**src/core/vga_general_params.svh**
```systemverilog
`ifndef VGA_GENERAL_PARAMS_SVH
`define VGA_GENERAL_PARAMS_SVH
// i/o port addresses
`define PORT_MISC_WR      16'h03C2
`define PORT_MISC_RD      16'h03CC
`define PORT_STATUS0_RD   16'h03C2
`define PORT_PIXEL_MASK   16'h03C6
`define PORT_INPUT_STATUS_ZERO_RD      16'h03CA
`define PORT_MONO_STATUS  16'h03BA
`define PORT_COLOR_STATUS 16'h03DA
`define PORT_MONO_INDEX   16'h03B4
`define PORT_MONO_DATA    16'h03B5
`define PORT_COLOR_INDEX  16'h03D4
`define PORT_COLOR_DATA   16'h03D5
// misc output fields
`define MISC_VSYNC_POL    7
`define MISC_HSYNC_POL    6
`define MISC_PAGE_SEL     5
`define MISC_CLK_SEL_HI   3
`define MISC_CLK_SEL_LO   2
`define MISC_MEM_EN       1
`define MISC_IO_COLOR     0
`define MISC_WR_MASK      8'hEF
// feature control fields
`define INPUT_STATUS_ZERO_VSYNC_OR     3
`define INPUT_STATUS_ZERO_WR_MASK      8'h08
// status fields
`define STAT0_IRQ         7
`define STAT0_SENSE       4
`define STAT1_DIAG_HI     5
`define STAT1_DIAG_LO     4
`define STAT1_VRETRACE    3
`define STAT1_BLANK       0
// reset values
`define MISC_RESET        8'h00
`define INPUT_STATUS_ZERO_RESET        8'h00
`define PIXEL_MASK_RESET  8'hFF
// overlay code of the overlay control field
`define OVERLAY_CODE      2'h3
`endif

```
**src/core/vga_general_pkg.sv**
```systemverilog
`default_nettype none
package vga_general_pkg;
   typedef enum logic [1:0]
   {
      CLK_SYNTH_A = 2'h0,
      CLK_SYNTH_B = 2'h1,
      CLK_SYNTH_C = 2'h2,
      CLK_SYNTH_D = 2'h3
   } clock_select_t;
   typedef logic [7:0] byte_t;
endpackage
`default_nettype wire

```
**src/core/vga_general_registers.sv**
```systemverilog
// Operation
// RL1 - misc bit 7 inverts vertical sync: 0 rises at sync, 1 falls
// RL2 - misc bit 6 inverts horizontal sync: 0 rises at sync, 1 falls
// RL3 - in even/odd mode misc bit 5 picks address lsb: 0 odd, 1 even
// RL4 - page select ignored when graphics chain or chain-four enabled
// RL5 - strap high: clock select 00..11 picks synthesizer a..d
// RL6 - strap low: external clock; 1X to dac and counters, 0X dac only
// RL7 - misc bit 1 low blocks all host display-memory accesses
// RL8 - misc bit 0 picks mono 3B4/3B5/3BA or color 3D4/3D5/3DA ports
// RL9 - misc written at 3C2h, read back at 3CCh
// RL10 - feature control written at 3DAh, read back at 3CAh; with misc bit 0 low the code writes it at 3BAh instead
// RL11 - feature bit 3 ors display enable into vertical sync pin; resets 0
// RL12 - reads at 3C2h return input status zero, not misc
// RL13 - status zero bit 7 shows pending display interrupt
// RL14 - status zero bit 4 shows monitor-sense comparison
// RL15 - status one bits 5:4 mirror pixel pair chosen by plane-enable field
// RL16 - overlay configuration shows external pixel-bus inputs on diagnostic bits
// RL17 - status one bit 3 is high during vertical retrace
// RL18 - status one bit 0 is low when active, high in blanking
// RL19 - pixel mask zero bits clear matching pixel bits in lut index
// RL20 - reserved bits read zero; writes to them ignored
`timescale 1ns/100ps
`default_nettype none
`include "vga_general_params.svh"
module vga_general_registers
   import vga_general_pkg::*;
(
   // clock and reset
   input  wire logic        sys_clk,
   input  wire logic        rst_n,
   input  wire logic        clkEn,
   // host i/o port
   input  wire logic [15:0] ioAddr,
   input  wire logic        ioWr,
   input  wire logic        ioRd,
   input  wire logic [7:0]  ioWrData,
   output var  logic [7:0]  ioRdData,
   output var  logic        ioRdHit,
   // host display-memory request
   input  wire logic        memReq,
   input  wire logic        memAddrLsb,
   output var  logic        memReqAccept,
   output var  logic        memAddrLsbOut,
   // mode inputs from other units
   input  wire logic        evenOddMode,
   input  wire logic        graphicsChain,
   input  wire logic        chainFourMode,
   input  wire logic [1:0]  colorPlaneDiag,
   input  wire logic [1:0]  overlaySelect,
   // timing unit
   input  wire logic        hsyncRaw,
   input  wire logic        vsyncRaw,
   input  wire logic        displayEnable,
   input  wire logic        verticalRetrace,
   input  wire logic        interruptPending,
   // pixel path
   input  wire logic [7:0]  attrPixel,
   input  wire logic [7:0]  pixelBusPin,
   output var  logic [7:0]  lutIndex,
   // pins and straps
   input  wire logic        monitorSensePin,
   input  wire logic        external_clock_strap_n,
   output var  logic        hsyncPin,
   output var  logic        vsyncPin,
   // clock routing
   output var  logic [1:0]  synthSelect,
   output var  logic        useExternalClock,
   output var  logic        externalClockToCounters,
   // port decode
   output var  logic        colorIoMode,
   output var  logic        timingIndexHit,
   output var  logic        timingDataHit
);
   byte_t misc_q;
   byte_t input_status_zero_q;
   byte_t mask_q;
   logic  senseS;
   logic  strapS;
   logic  overlayS0;
   logic [7:0] pixelBusS;
   logic  statusHit;
   logic  miscWr;
   logic  featWr;
   logic  maskWr;
   logic  overlayOn;
   logic [1:0] diagBits;
   byte_t status0;
   byte_t status1;
   byte_t rdData_d;
   logic  rdHit_d;
   logic  pageEffective;

   // pin synchronisers
   vga_pin_sync senseSync
   (
      .sys_clk (sys_clk),
      .rst_n   (rst_n),
      .clkEn   (clkEn),
      .pinIn   (monitorSensePin),
      .pinOut  (senseS)
   );

   vga_pin_sync strapSync
   (
      .sys_clk (sys_clk),
      .rst_n   (rst_n),
      .clkEn   (clkEn),
      .pinIn   (external_clock_strap_n),
      .pinOut  (strapS)
   );

   genvar gi;
   generate
      for (gi = 0; gi < 8; gi++)
      begin : gPix
         vga_pin_sync pixSync
         (
            .sys_clk (sys_clk),
            .rst_n   (rst_n),
            .clkEn   (clkEn),
            .pinIn   (pixelBusPin[gi]),
            .pinOut  (pixelBusS[gi])
         );
      end
   endgenerate

   // address decode
   always_comb
   begin
      statusHit = misc_q[`MISC_IO_COLOR] ? (ioAddr == `PORT_COLOR_STATUS)
                                         : (ioAddr == `PORT_MONO_STATUS); // RL8
      miscWr    = ioWr && (ioAddr == `PORT_MISC_WR); // RL9
      featWr    = ioWr && statusHit; // RL10
      maskWr    = ioWr && (ioAddr == `PORT_PIXEL_MASK);
   end

   // misc output register
   always_ff @(posedge sys_clk or negedge rst_n)
   begin
      if (!rst_n)
         misc_q <= `MISC_RESET;
      else if (clkEn && miscWr)
         misc_q <= ioWrData & `MISC_WR_MASK; // RL20
   end

   // feature control register
   always_ff @(posedge sys_clk or negedge rst_n)
   begin
      if (!rst_n)
         input_status_zero_q <= `INPUT_STATUS_ZERO_RESET; // RL11
      else if (clkEn && featWr)
         input_status_zero_q <= ioWrData & `INPUT_STATUS_ZERO_WR_MASK; // RL20
   end

   // pixel mask register
   always_ff @(posedge sys_clk or negedge rst_n)
   begin
      if (!rst_n)
         mask_q <= `PIXEL_MASK_RESET;
      else if (clkEn && maskWr)
         mask_q <= ioWrData;
   end

   // status views
   always_comb
   begin
      overlayOn = (overlaySelect == `OVERLAY_CODE);
      unique case (colorPlaneDiag) // RL15
         2'h0: diagBits = overlayOn ? {pixelBusS[2], pixelBusS[0]} : {attrPixel[2], attrPixel[0]};
         2'h1: diagBits = overlayOn ? {pixelBusS[5], pixelBusS[4]} : {attrPixel[5], attrPixel[4]};
         2'h2: diagBits = overlayOn ? {pixelBusS[3], pixelBusS[1]} : {attrPixel[3], attrPixel[1]};
         2'h3: diagBits = overlayOn ? {pixelBusS[7], pixelBusS[6]} : {attrPixel[7], attrPixel[6]};
      endcase // RL16
      status0 = 8'h00; // RL20
      status0[`STAT0_IRQ]   = interruptPending; // RL13
      status0[`STAT0_SENSE] = senseS; // RL14
      status1 = 8'h00;
      status1[`STAT1_DIAG_HI:`STAT1_DIAG_LO] = diagBits;
      status1[`STAT1_VRETRACE] = verticalRetrace; // RL17
      status1[`STAT1_BLANK]    = ~displayEnable; // RL18
   end

   // read mux
   always_comb
   begin
      rdData_d = 8'h00;
      rdHit_d  = 1'b0;
      if (ioRd)
      begin
         rdHit_d = 1'b1;
         if (ioAddr == `PORT_STATUS0_RD)
            rdData_d = status0; // RL12
         else if (ioAddr == `PORT_MISC_RD)
            rdData_d = misc_q; // RL9
         else if (ioAddr == `PORT_INPUT_STATUS_ZERO_RD)
            rdData_d = input_status_zero_q; // RL10
         else if (ioAddr == `PORT_PIXEL_MASK)
            rdData_d = mask_q;
         else if (statusHit)
            rdData_d = status1;
         else
            rdHit_d = 1'b0;
      end
   end

   always_ff @(posedge sys_clk or negedge rst_n)
   begin
      if (!rst_n)
      begin
         ioRdData <= 8'h00;
         ioRdHit  <= 1'b0;
      end
      else if (clkEn)
      begin
         ioRdData <= rdData_d;
         ioRdHit  <= rdHit_d;
      end
   end

   // display memory gating
   always_comb
      pageEffective = evenOddMode && !graphicsChain && !chainFourMode; // RL4

   always_ff @(posedge sys_clk or negedge rst_n)
   begin
      if (!rst_n)
      begin
         memReqAccept  <= 1'b0;
         memAddrLsbOut <= 1'b0;
      end
      else if (clkEn)
      begin
         memReqAccept  <= memReq && misc_q[`MISC_MEM_EN]; // RL7
         memAddrLsbOut <= pageEffective ? ~misc_q[`MISC_PAGE_SEL] : memAddrLsb; // RL3
      end
   end

   // sync pins
   always_ff @(posedge sys_clk or negedge rst_n)
   begin
      if (!rst_n)
      begin
         hsyncPin <= 1'b0;
         vsyncPin <= 1'b0;
      end
      else if (clkEn)
      begin
         hsyncPin <= hsyncRaw ^ misc_q[`MISC_HSYNC_POL]; // RL2
         vsyncPin <= (vsyncRaw | (input_status_zero_q[`INPUT_STATUS_ZERO_VSYNC_OR] & displayEnable))
                     ^ misc_q[`MISC_VSYNC_POL]; // RL1 RL11
      end
   end

   // pixel lookup index
   always_ff @(posedge sys_clk or negedge rst_n)
   begin
      if (!rst_n)
         lutIndex <= 8'h00;
      else if (clkEn)
         lutIndex <= attrPixel & mask_q; // RL19
   end

   // clock routing
   always_ff @(posedge sys_clk or negedge rst_n)
   begin
      if (!rst_n)
      begin
         synthSelect             <= CLK_SYNTH_A;
         useExternalClock        <= 1'b0;
         externalClockToCounters <= 1'b0;
      end
      else if (clkEn)
      begin
         synthSelect             <= misc_q[`MISC_CLK_SEL_HI:`MISC_CLK_SEL_LO]; // RL5
         useExternalClock        <= ~strapS; // RL6
         externalClockToCounters <= ~strapS & misc_q[`MISC_CLK_SEL_HI]; // RL6
      end
   end

   // port decode outputs
   always_ff @(posedge sys_clk or negedge rst_n)
   begin
      if (!rst_n)
      begin
         colorIoMode    <= 1'b0;
         timingIndexHit <= 1'b0;
         timingDataHit  <= 1'b0;
      end
      else if (clkEn)
      begin
         colorIoMode    <= misc_q[`MISC_IO_COLOR];
         timingIndexHit <= (ioWr || ioRd) && (misc_q[`MISC_IO_COLOR] ?
                           ioAddr == `PORT_COLOR_INDEX : ioAddr == `PORT_MONO_INDEX); // RL8
         timingDataHit  <= (ioWr || ioRd) && (misc_q[`MISC_IO_COLOR] ?
                           ioAddr == `PORT_COLOR_DATA : ioAddr == `PORT_MONO_DATA); // RL8
      end
   end
endmodule
`default_nettype wire

```
**src/core/vga_pin_sync.sv**
```systemverilog
`timescale 1ns/100ps
`default_nettype none
// three-stage input synchroniser; change taken when stages two and three agree
module vga_pin_sync
(
   // clock and reset
   input  wire logic sys_clk,
   input  wire logic rst_n,
   input  wire logic clkEn,
   // pin
   input  wire logic pinIn,
   output var  logic pinOut
);
   logic s1Q;
   logic s2Q;
   logic s3Q;

   always_ff @(posedge sys_clk or negedge rst_n)
   begin
      if (!rst_n)
      begin
         s1Q    <= 1'b0;
         s2Q    <= 1'b0;
         s3Q    <= 1'b0;
         pinOut <= 1'b0;
      end
      else if (clkEn)
      begin
         s1Q <= pinIn;
         s2Q <= s1Q;
         s3Q <= s2Q;
         if (s2Q == s3Q)
            pinOut <= s3Q;
      end
   end
endmodule
`default_nettype wire

```
**config.mk**
```make
export PLATFORM = sky130hd
export DESIGN_NAME = vga_general_registers
export DESIGN_NICKNAME = d
export VERILOG_FILES = /design/src/core/vga_general_pkg.sv /design/src/core/vga_general_registers.sv /design/src/core/vga_pin_sync.sv
export VERILOG_INCLUDE_DIRS = /design/src /design/src/core
export SDC_FILE = /design/constraint.sdc
export NUM_CORES = 1
export LEC_CHECK = 0
export BUFFER_PORTS_ARGS = -buffer_cell sky130_fd_sc_hd__buf_4
export CORE_ASPECT_RATIO = 0.6
export CORE_MARGIN = 2
export CORE_UTILIZATION = 45
export CTS_BUF_LIST = sky130_fd_sc_hd__clkbuf_8
export CTS_CLUSTER_SIZE = 28
export DETAILED_ROUTE_END_ITERATION = 10
export HOLD_SLACK_MARGIN = 0.03
export PLACE_DENSITY = 0.69
export SYNTH_ARGS = -nofsm -noshare
export SYNTH_HDL_FRONTEND = slang
export SYNTH_SLANG_ARGS = --single-unit
```
**constraint.sdc**
```tcl
create_clock -name sys_clk -period 2.1 [get_ports sys_clk]
set_clock_uncertainty 0.2 [all_clocks]
set_input_delay 0.105 -clock sys_clk [delete_from_list [all_inputs] [get_ports sys_clk]]
set_output_delay 0.105 -clock sys_clk [all_outputs]
set_load 0.1 [all_outputs]
```
==> out/results.md, run 1 <==
## Status
- **status** complete, no violations

## STA
- **final hold vios** 0
- **Final Worst Setup Slack** 55.1 ps
- **transition time at the pin with the least slew margin** 448 ps
- **max-slew violation total from the final report** 0
- **time the worst path needs with I/O delays and setup** 2040 ps
- **upper clock frequency limit** 0.489 GHz
- **Slew Limit Headroom** 70.1%
- **count of endpoints failing setup in the final report** 0
- **period utilisation layout** 97.4%

## Final layout
- **total inserted antenna cells** 0
- **final core utilization** 67.4%
- **share of cells above drive strength 1** 39.9%
- **Area Growth Syn to Fin** 42.3%
- **Filler Cell Count** 615
- **Nets** 535

## Die
- **total core area** 8010 um^2
- **Rows** 25
- **I/O pins** 89
- **Total Die Area** 9200 um^2
- **effective utilization at floorplan** 47.4%
- **Die Ht** 75.1 um
- **die width** 123 um

## Global route
- **pin count of the biggest net entering global routing** 45
- **initial antenna violation count** 0
- **number of global-route vias before repair** 3033
- **grt ovf** 0
- **total track usage** 22.3%
- **wire length of the first global-routing pass** 15.1 mm

## Synthesis
- **unique cell type count in the Yosys netlist** 42
- **proportion of synthesized flip-flops having asynchronous set or reset** 100%
- **number of enable-type register cells in the synthesized netlist** 0
- **most area-consuming cells after synthesis** dfrtp_1, mux2_2, dfstp_2, a21oi_1, inv_1
- **most used standard cells in the synthesized netlist** dfrtp_1, mux2_2, a21oi_1
- **most used standard cell by instance count after synthesis** dfrtp_1
- **#FFs+latches synth** 84
- **instance count of the mapped netlist** 326
- **area share of the leading cell type in the synthesized netlist** 50.1%
- **sequential element share of the synthesized area** 55.7%
- **synth warn** 0
- **Top FF cell, synth** dfrtp_1
- **area of the mapped netlist** 3790 um^2
- **total nets after synthesis** 387
- **Synth Area per Inst** 11.6 um^2
- **Synth area leader** dfrtp_1

## Drt
- **number of search-and-repair iterations in the first detailed-routing pass** 4
- **mean number of vias per cell** 5.22
- **drc violations** 0
- **DRT antenna net count** 0
- **total routed wire length on the met1 layer** 4.51 mm
- **Iter 0 DRT Violations** 145
- **max layer used** met4
- **total number of vias** 3064
- **final routed wire length divided by cell count** 16.2 um
- **post-detailed-routing wire length** 9.51 mm
- **met3 wire length** 677 um
- **met2 wire length** 4.20 mm

## Setup path
- **Slowest Stage Delay on Critical Path** 570 ps
- **kind of end point of the critical path** flop
- **crit start category** primary input
- **maximum fanout along the worst path** 23
- **CP dominant cell by count** dlygate4sd3_1
- **data required time of the critical path** 2140 ps
- **buffers plus inverters on the worst setup path** 4
- **crit path kind** primary input to flop
- **list of cells traversed by the critical path** dlygate4sd3_1, buf_8, nand3_1, dlygate4sd3_1, o21ai_0, dlygate4sd3_1
- **Crit path arrival time** 2090 ps
- **family of cells with the greatest summed delay on the critical path** buffers and inverters
- **Critical Path Slowest Stage Cell** dlygate4sd3_1

## Clocking
- **clock transition time at the flip-flop clock pins of the worst setup and hold paths** 80 ps
- **number of buffers between clock root and the deepest sink** 2
- **total number of clock tree sinks** 84
- **TritonCTS clock tree** yes
- **worst skew pair latency** 360 ps
- **H-tree level count** 3
- **clk root buf** clkbuf_8
- **clock buffers created by TritonCTS** 9

## Placed design
- **post-detail-place hpwl** 6.70 mm
- **number of buffer cells added on primary ports** 88
- **worst slack, placed** -80.0 ps
- **final RePlAce weighted congestion** 0.957

## Run
- **max-capacitance violation count** 0

## Power and ir drop
- **Power Density** 693 nW/um^2
- **Max rail drop VDD** 342 uV
- **leakage power summed over all cells** 2.41 nW

## Min path
- **Min-Delay Path Class** primary input to flop

==> where the power goes <==
part / leakage (nW) / switching, mW / internal [mW]
combinational: 1.25 / 0.311 / 0.327
clock: 0.105 / 0.575 / 0.651
sequential: 1.05 / 0.109 / 1.77
total: 2.41 / 0.994 / 2.75
==> registers in the layout, summed over array words and instances (netlist names), 2 cells and up <==
register and count:
gPix.pixSync.pinOut 8, gPix.pixSync.s1Q 8, gPix.pixSync.s2Q 8, gPix.pixSync.s3Q 8, ioRdData 8, lutIndex 8
mask_q 8, misc_q 7, synthSelect 2
==> layout make-up <==
cell class	instances	area, um^2	area share, %
Inverter	26	97.6	1.81
Multi-Input combinational cell	203	1540	28.5
Sequential cell	84	2110	39.2
Clock inverter	4	53.8	0.997
Timing Repair Buffer	150	1290	23.9
Clock buffer	12	165	3.06
Tap cell	108	135	2.50
==> timing repair <==
item                       CTS  global route
setup endpoints to repair    0             3
hold buffers                49             0
hold endpoints to repair   126             0
resized for setup            0             7
buffers inserted             0             0
==> cells in the final DEF, fill, tap and decap left out, drive strengths merged, types with 3 or more instances in the layout <==
cell / instances
mux2i: 3
a22oi: 3
o22ai: 6
mux2: 52
nor2b: 5
o32ai: 5
o21ai: 18
inv: 27
dfstp: 8
dlygate4sd3: 48
buf: 102
and4: 3
clkbuf: 12
a21oi: 29
nand2b: 12
dfrtp: 76
nor2: 18
nand2: 12
nand3: 11
==> worst register-to-register path, delay by kind of cell, from the launching register on <==
family | cells | cell delay, ps
AO/OA/AOI/OAI | 1 | 70
buffers and inverters | 2 | 1100
flip-flops | 1 | 540
AND/OR/NAND/NOR | 1 | 60
==> metal layers <==
| metal | vias to the layer above | GRT usage (%) |
|---|---|---|
| met2 | 103 | 34.0 |
| met4 | 0 | 7.41 |
| met1 | 1500 | 30.0 |
| met5 | - | 0 |
| li1 | 1451 | - |
| met3 | 10 | 8.18 |
==> final timing paths <==
check / from / end / slack [ps] / cells past startpoint
worst max-delay path: clkEn / lutIndex[4]$_DFFE_PN0P_ / 60 / 6
worst min-delay path: ioAddr[6] / timingDataHit$_DFFE_PN0P_ / 60 / 5
worst max register to register: mask_q[4]$_DFFE_PN1P_ / lutIndex[4]$_DFFE_PN0P_ / 70 / 4
worst min register to register: gPix[5].pixSync.s3Q$_DFFE_PN0P_ / gPix[5].pixSync.pinOut$_DFFE_PN0P_ / 290 / 2
max in group asynchronous: rst_n / mask_q[7]$_DFFE_PN1P_ / 1290 / 3
min in group asynchronous: rst_n / gPix[0].pixSync.s2Q$_DFFE_PN0P_ / 90 / 3
==> stage by stage <==
step	cells	hold slack [ps]	cell area, um^2	setup TNS [ps]	power [mW]
floorplan	326	-391	3790	0	2.23
global placement	522	-146	4650	-417	2.45
detailed placement	522	-142	4650	-585	2.48
CTS	587	38.7	5370	0	3.79
global route	587	68.5	5400	-37.2	3.94
finish	587	61.8	5400	0	3.74
==> logic make-up after synthesis <==
| logic type | after synthesis | synth area share (%) |
|---|---|---|
| AO/OA/AOI/OAI | 71 | 11.5 |
| XOR/XNOR | 2 | 0.462 |
| buffers and inverters | 39 | 4.16 |
| flip-flops | 84 | 55.7 |
| multiplexers | 57 | 17.4 |
| AND/OR/NAND/NOR | 73 | 10.7 |
No activity file was read; power rests on OpenSTA's default activity.
==> inputs of run 2 (changes only) <==
CORE_UTILIZATION = 25   (was 45)
PLACE_DENSITY = unset   (was 0.69)
SKIP_CTS_REPAIR_TIMING = 1   (was unset)
clock period = 2.4 ns   (was 2.1 ns; I/O delays follow)
==> run 2 against run 1 <==
Effect of this change:
- highest routed layer unchanged
- routed wire length rose by 6.4%
- non-clock buffer count fell by 7
- critical path type unchanged
- worst setup slack improved by 140 ps
==> out/results.md, run 2 (same netlist as run 1, synthesis figures left out) <==
## Power and ir drop
- **internal power** 2.19 mW
- **Power Density** 577 nW/um^2
- **combinational power share** 17.7%
- **Switch Pwr** 903 uW
- **Max rail drop VDD** 319 uV
- **total design power** 3.10 mW
- **share of power burned in registers** 53.1%
- **leakage power summed over all cells** 2.35 nW
- **sw frac** 29.2%
- **Clock power frac** 29.1%

## Run
- **max-capacitance violation count** 0

## Min path
- **Min-Delay Path Class** primary input to flop

## Drt
- **DRT antenna net count** 0
- **number of search-and-repair iterations in the first detailed-routing pass** 4
- **final routed wire length divided by cell count** 15.1 um
- **drc violations** 0
- **Iter 0 DRT Violations** 166
- **total number of vias** 3075
- **mean number of vias per cell** 4.59
- **post-detailed-routing wire length** 10.1 mm

## Final layout
- **total inserted antenna cells** 0
- **most common cell after layout, fill and taps aside** buf_4
- **Nets** 528
- **Design Area, Final** 5360 um^2
- **sequential cell area** 2110 um^2
- **area occupied by multi-input gates** 1520 um^2
- **Area Growth Syn to Fin** 41.4%
- **Filler Cell Count** 1472
- **share of cells above drive strength 1** 37.9%
- **commonest cells after routing, fill and taps aside** buf_4, dfrtp_1, mux2_2, dlygate4sd3_1, a21oi_1

## Setup path
- **maximum fanout along the worst path** 26
- **crit start category** primary input
- **crit path kind** primary input to flop
- **data required time of the critical path** 2510 ps
- **Crit path arrival time** 2310 ps
- **kind of end point of the critical path** flop

## Global route
- **wire length of the first global-routing pass** 15.5 mm
- **pin count of the biggest net entering global routing** 71
- **grt ovf** 0
- **number of global-route vias before repair** 2910
- **total track usage** 12.6%
- **initial antenna violation count** 0

## Die
- **Die Ht** 99.4 um
- **Rows** 34
- **total core area** 14700 um^2
- **effective utilization at floorplan** 25.8%
- **Total Die Area** 16200 um^2
- **I/O pins** 89
- **die width** 163 um

## Clocking
- **number of buffers between clock root and the deepest sink** 2
- **TritonCTS clock tree** yes
- **worst skew pair latency** 370 ps
- **clock transition time at the flip-flop clock pins of the worst setup and hold paths** 90 ps
- **H-tree level count** 3
- **clk root buf** clkbuf_8
- **clock buffers created by TritonCTS** 9
- **total number of clock tree sinks** 84

## STA
- **transition time at the pin with the least slew margin** 545 ps
- **setup repair after global routing missed its margin** false
- **time the worst path needs with I/O delays and setup** 2200 ps
- **Final TNS setup** 0 ps
- **Final Worst Setup Slack** 196 ps
- **Slew Limit Headroom** 63.7%
- **period utilisation layout** 91.8%
- **count of endpoints failing setup in the final report** 0
- **final hold vios** 0
- **upper clock frequency limit** 0.454 GHz
- **max-slew violation total from the final report** 0

## Placed design
- **post-detail-place hpwl** 7.43 mm
- **number of buffer cells added on primary ports** 88
- **Post-Place Cell Area** 4730 um^2
- **final RePlAce weighted congestion** 0.851
- **worst slack, placed** 129 ps

## Status
- **status** complete, no violations

==> run 2: final cells by class <==
class                      instances  share of cell area (%)
clock buffer                       9                    2.31
timing repair buffer             143                    22.7
multi-input combinational        203                    28.4
clock inverter                     7                   0.816
inverter                          26                    1.82
sequential                        84                    39.4
tap                              198                    4.62
==> run 2: power groups by stage <==
stage                     Sequential, mW  Clock [mW]  Combinational, mW
after floorplan                     1.72           0              0.237
after global placement              1.66           0              0.485
after detailed placement            1.67           0              0.502
after CTS                           1.64       0.936              0.505
after global routing                1.66       0.992              0.602
final                               1.64       0.902              0.549
==> run 2: routing by layer <==
metal	global-route usage [%]	vias to the layer above	part of all wire (%)
met1	18.2	1521	50
met4	2.86	0	0.87
li1	-	1441	-
met2	17.6	103	42
met3	5.25	10	7.5
met5	0	-	0
==> run 2: stage by stage <==
stage,hold WS [ps],cells,utilization (%)
after detailed placement,-61.9,607,32.2
after global routing,36.3,670,36.5
final,35.0,670,36.5
after global placement,-79.3,607,32.2
after CTS,-479,623,33.3
after floorplan,-376,326,-
==> run 2: final timing paths <==
| path | startpoint | to | slack [ps] | cells after the start |
|---|---|---|---|---|
| worst max-delay path | clkEn | lutIndex[3]$_DFFE_PN0P_ | 200 | 6 |
| worst min-delay path | colorPlaneDiag[1] | ioRdData[5]$_DFFE_PN0P_ | 40 | 4 |
| max in group asynchronous | rst_n | mask_q[3]$_DFFE_PN1P_ | 1230 | 3 |
| min in group asynchronous | rst_n | hsyncPin$_DFFE_PN0P_ | 70 | 2 |
| worst max register to register | misc_q[0]$_DFFE_PN0P_ | ioRdHit$_DFFE_PN0P_ | 200 | 5 |
| worst min register to register | gPix[7].pixSync.s3Q$_DFFE_PN0P_ | gPix[7].pixSync.pinOut$_DFFE_PN0P_ | 300 | 2 |
==> run 2: critical path: stages <==
cell and delay (ps):
dlygate4sd3_1 540, buf_4 280, nand3_1 130, dlygate4sd3_1 580, o21ai_0 80, dlygate4sd3_1 570
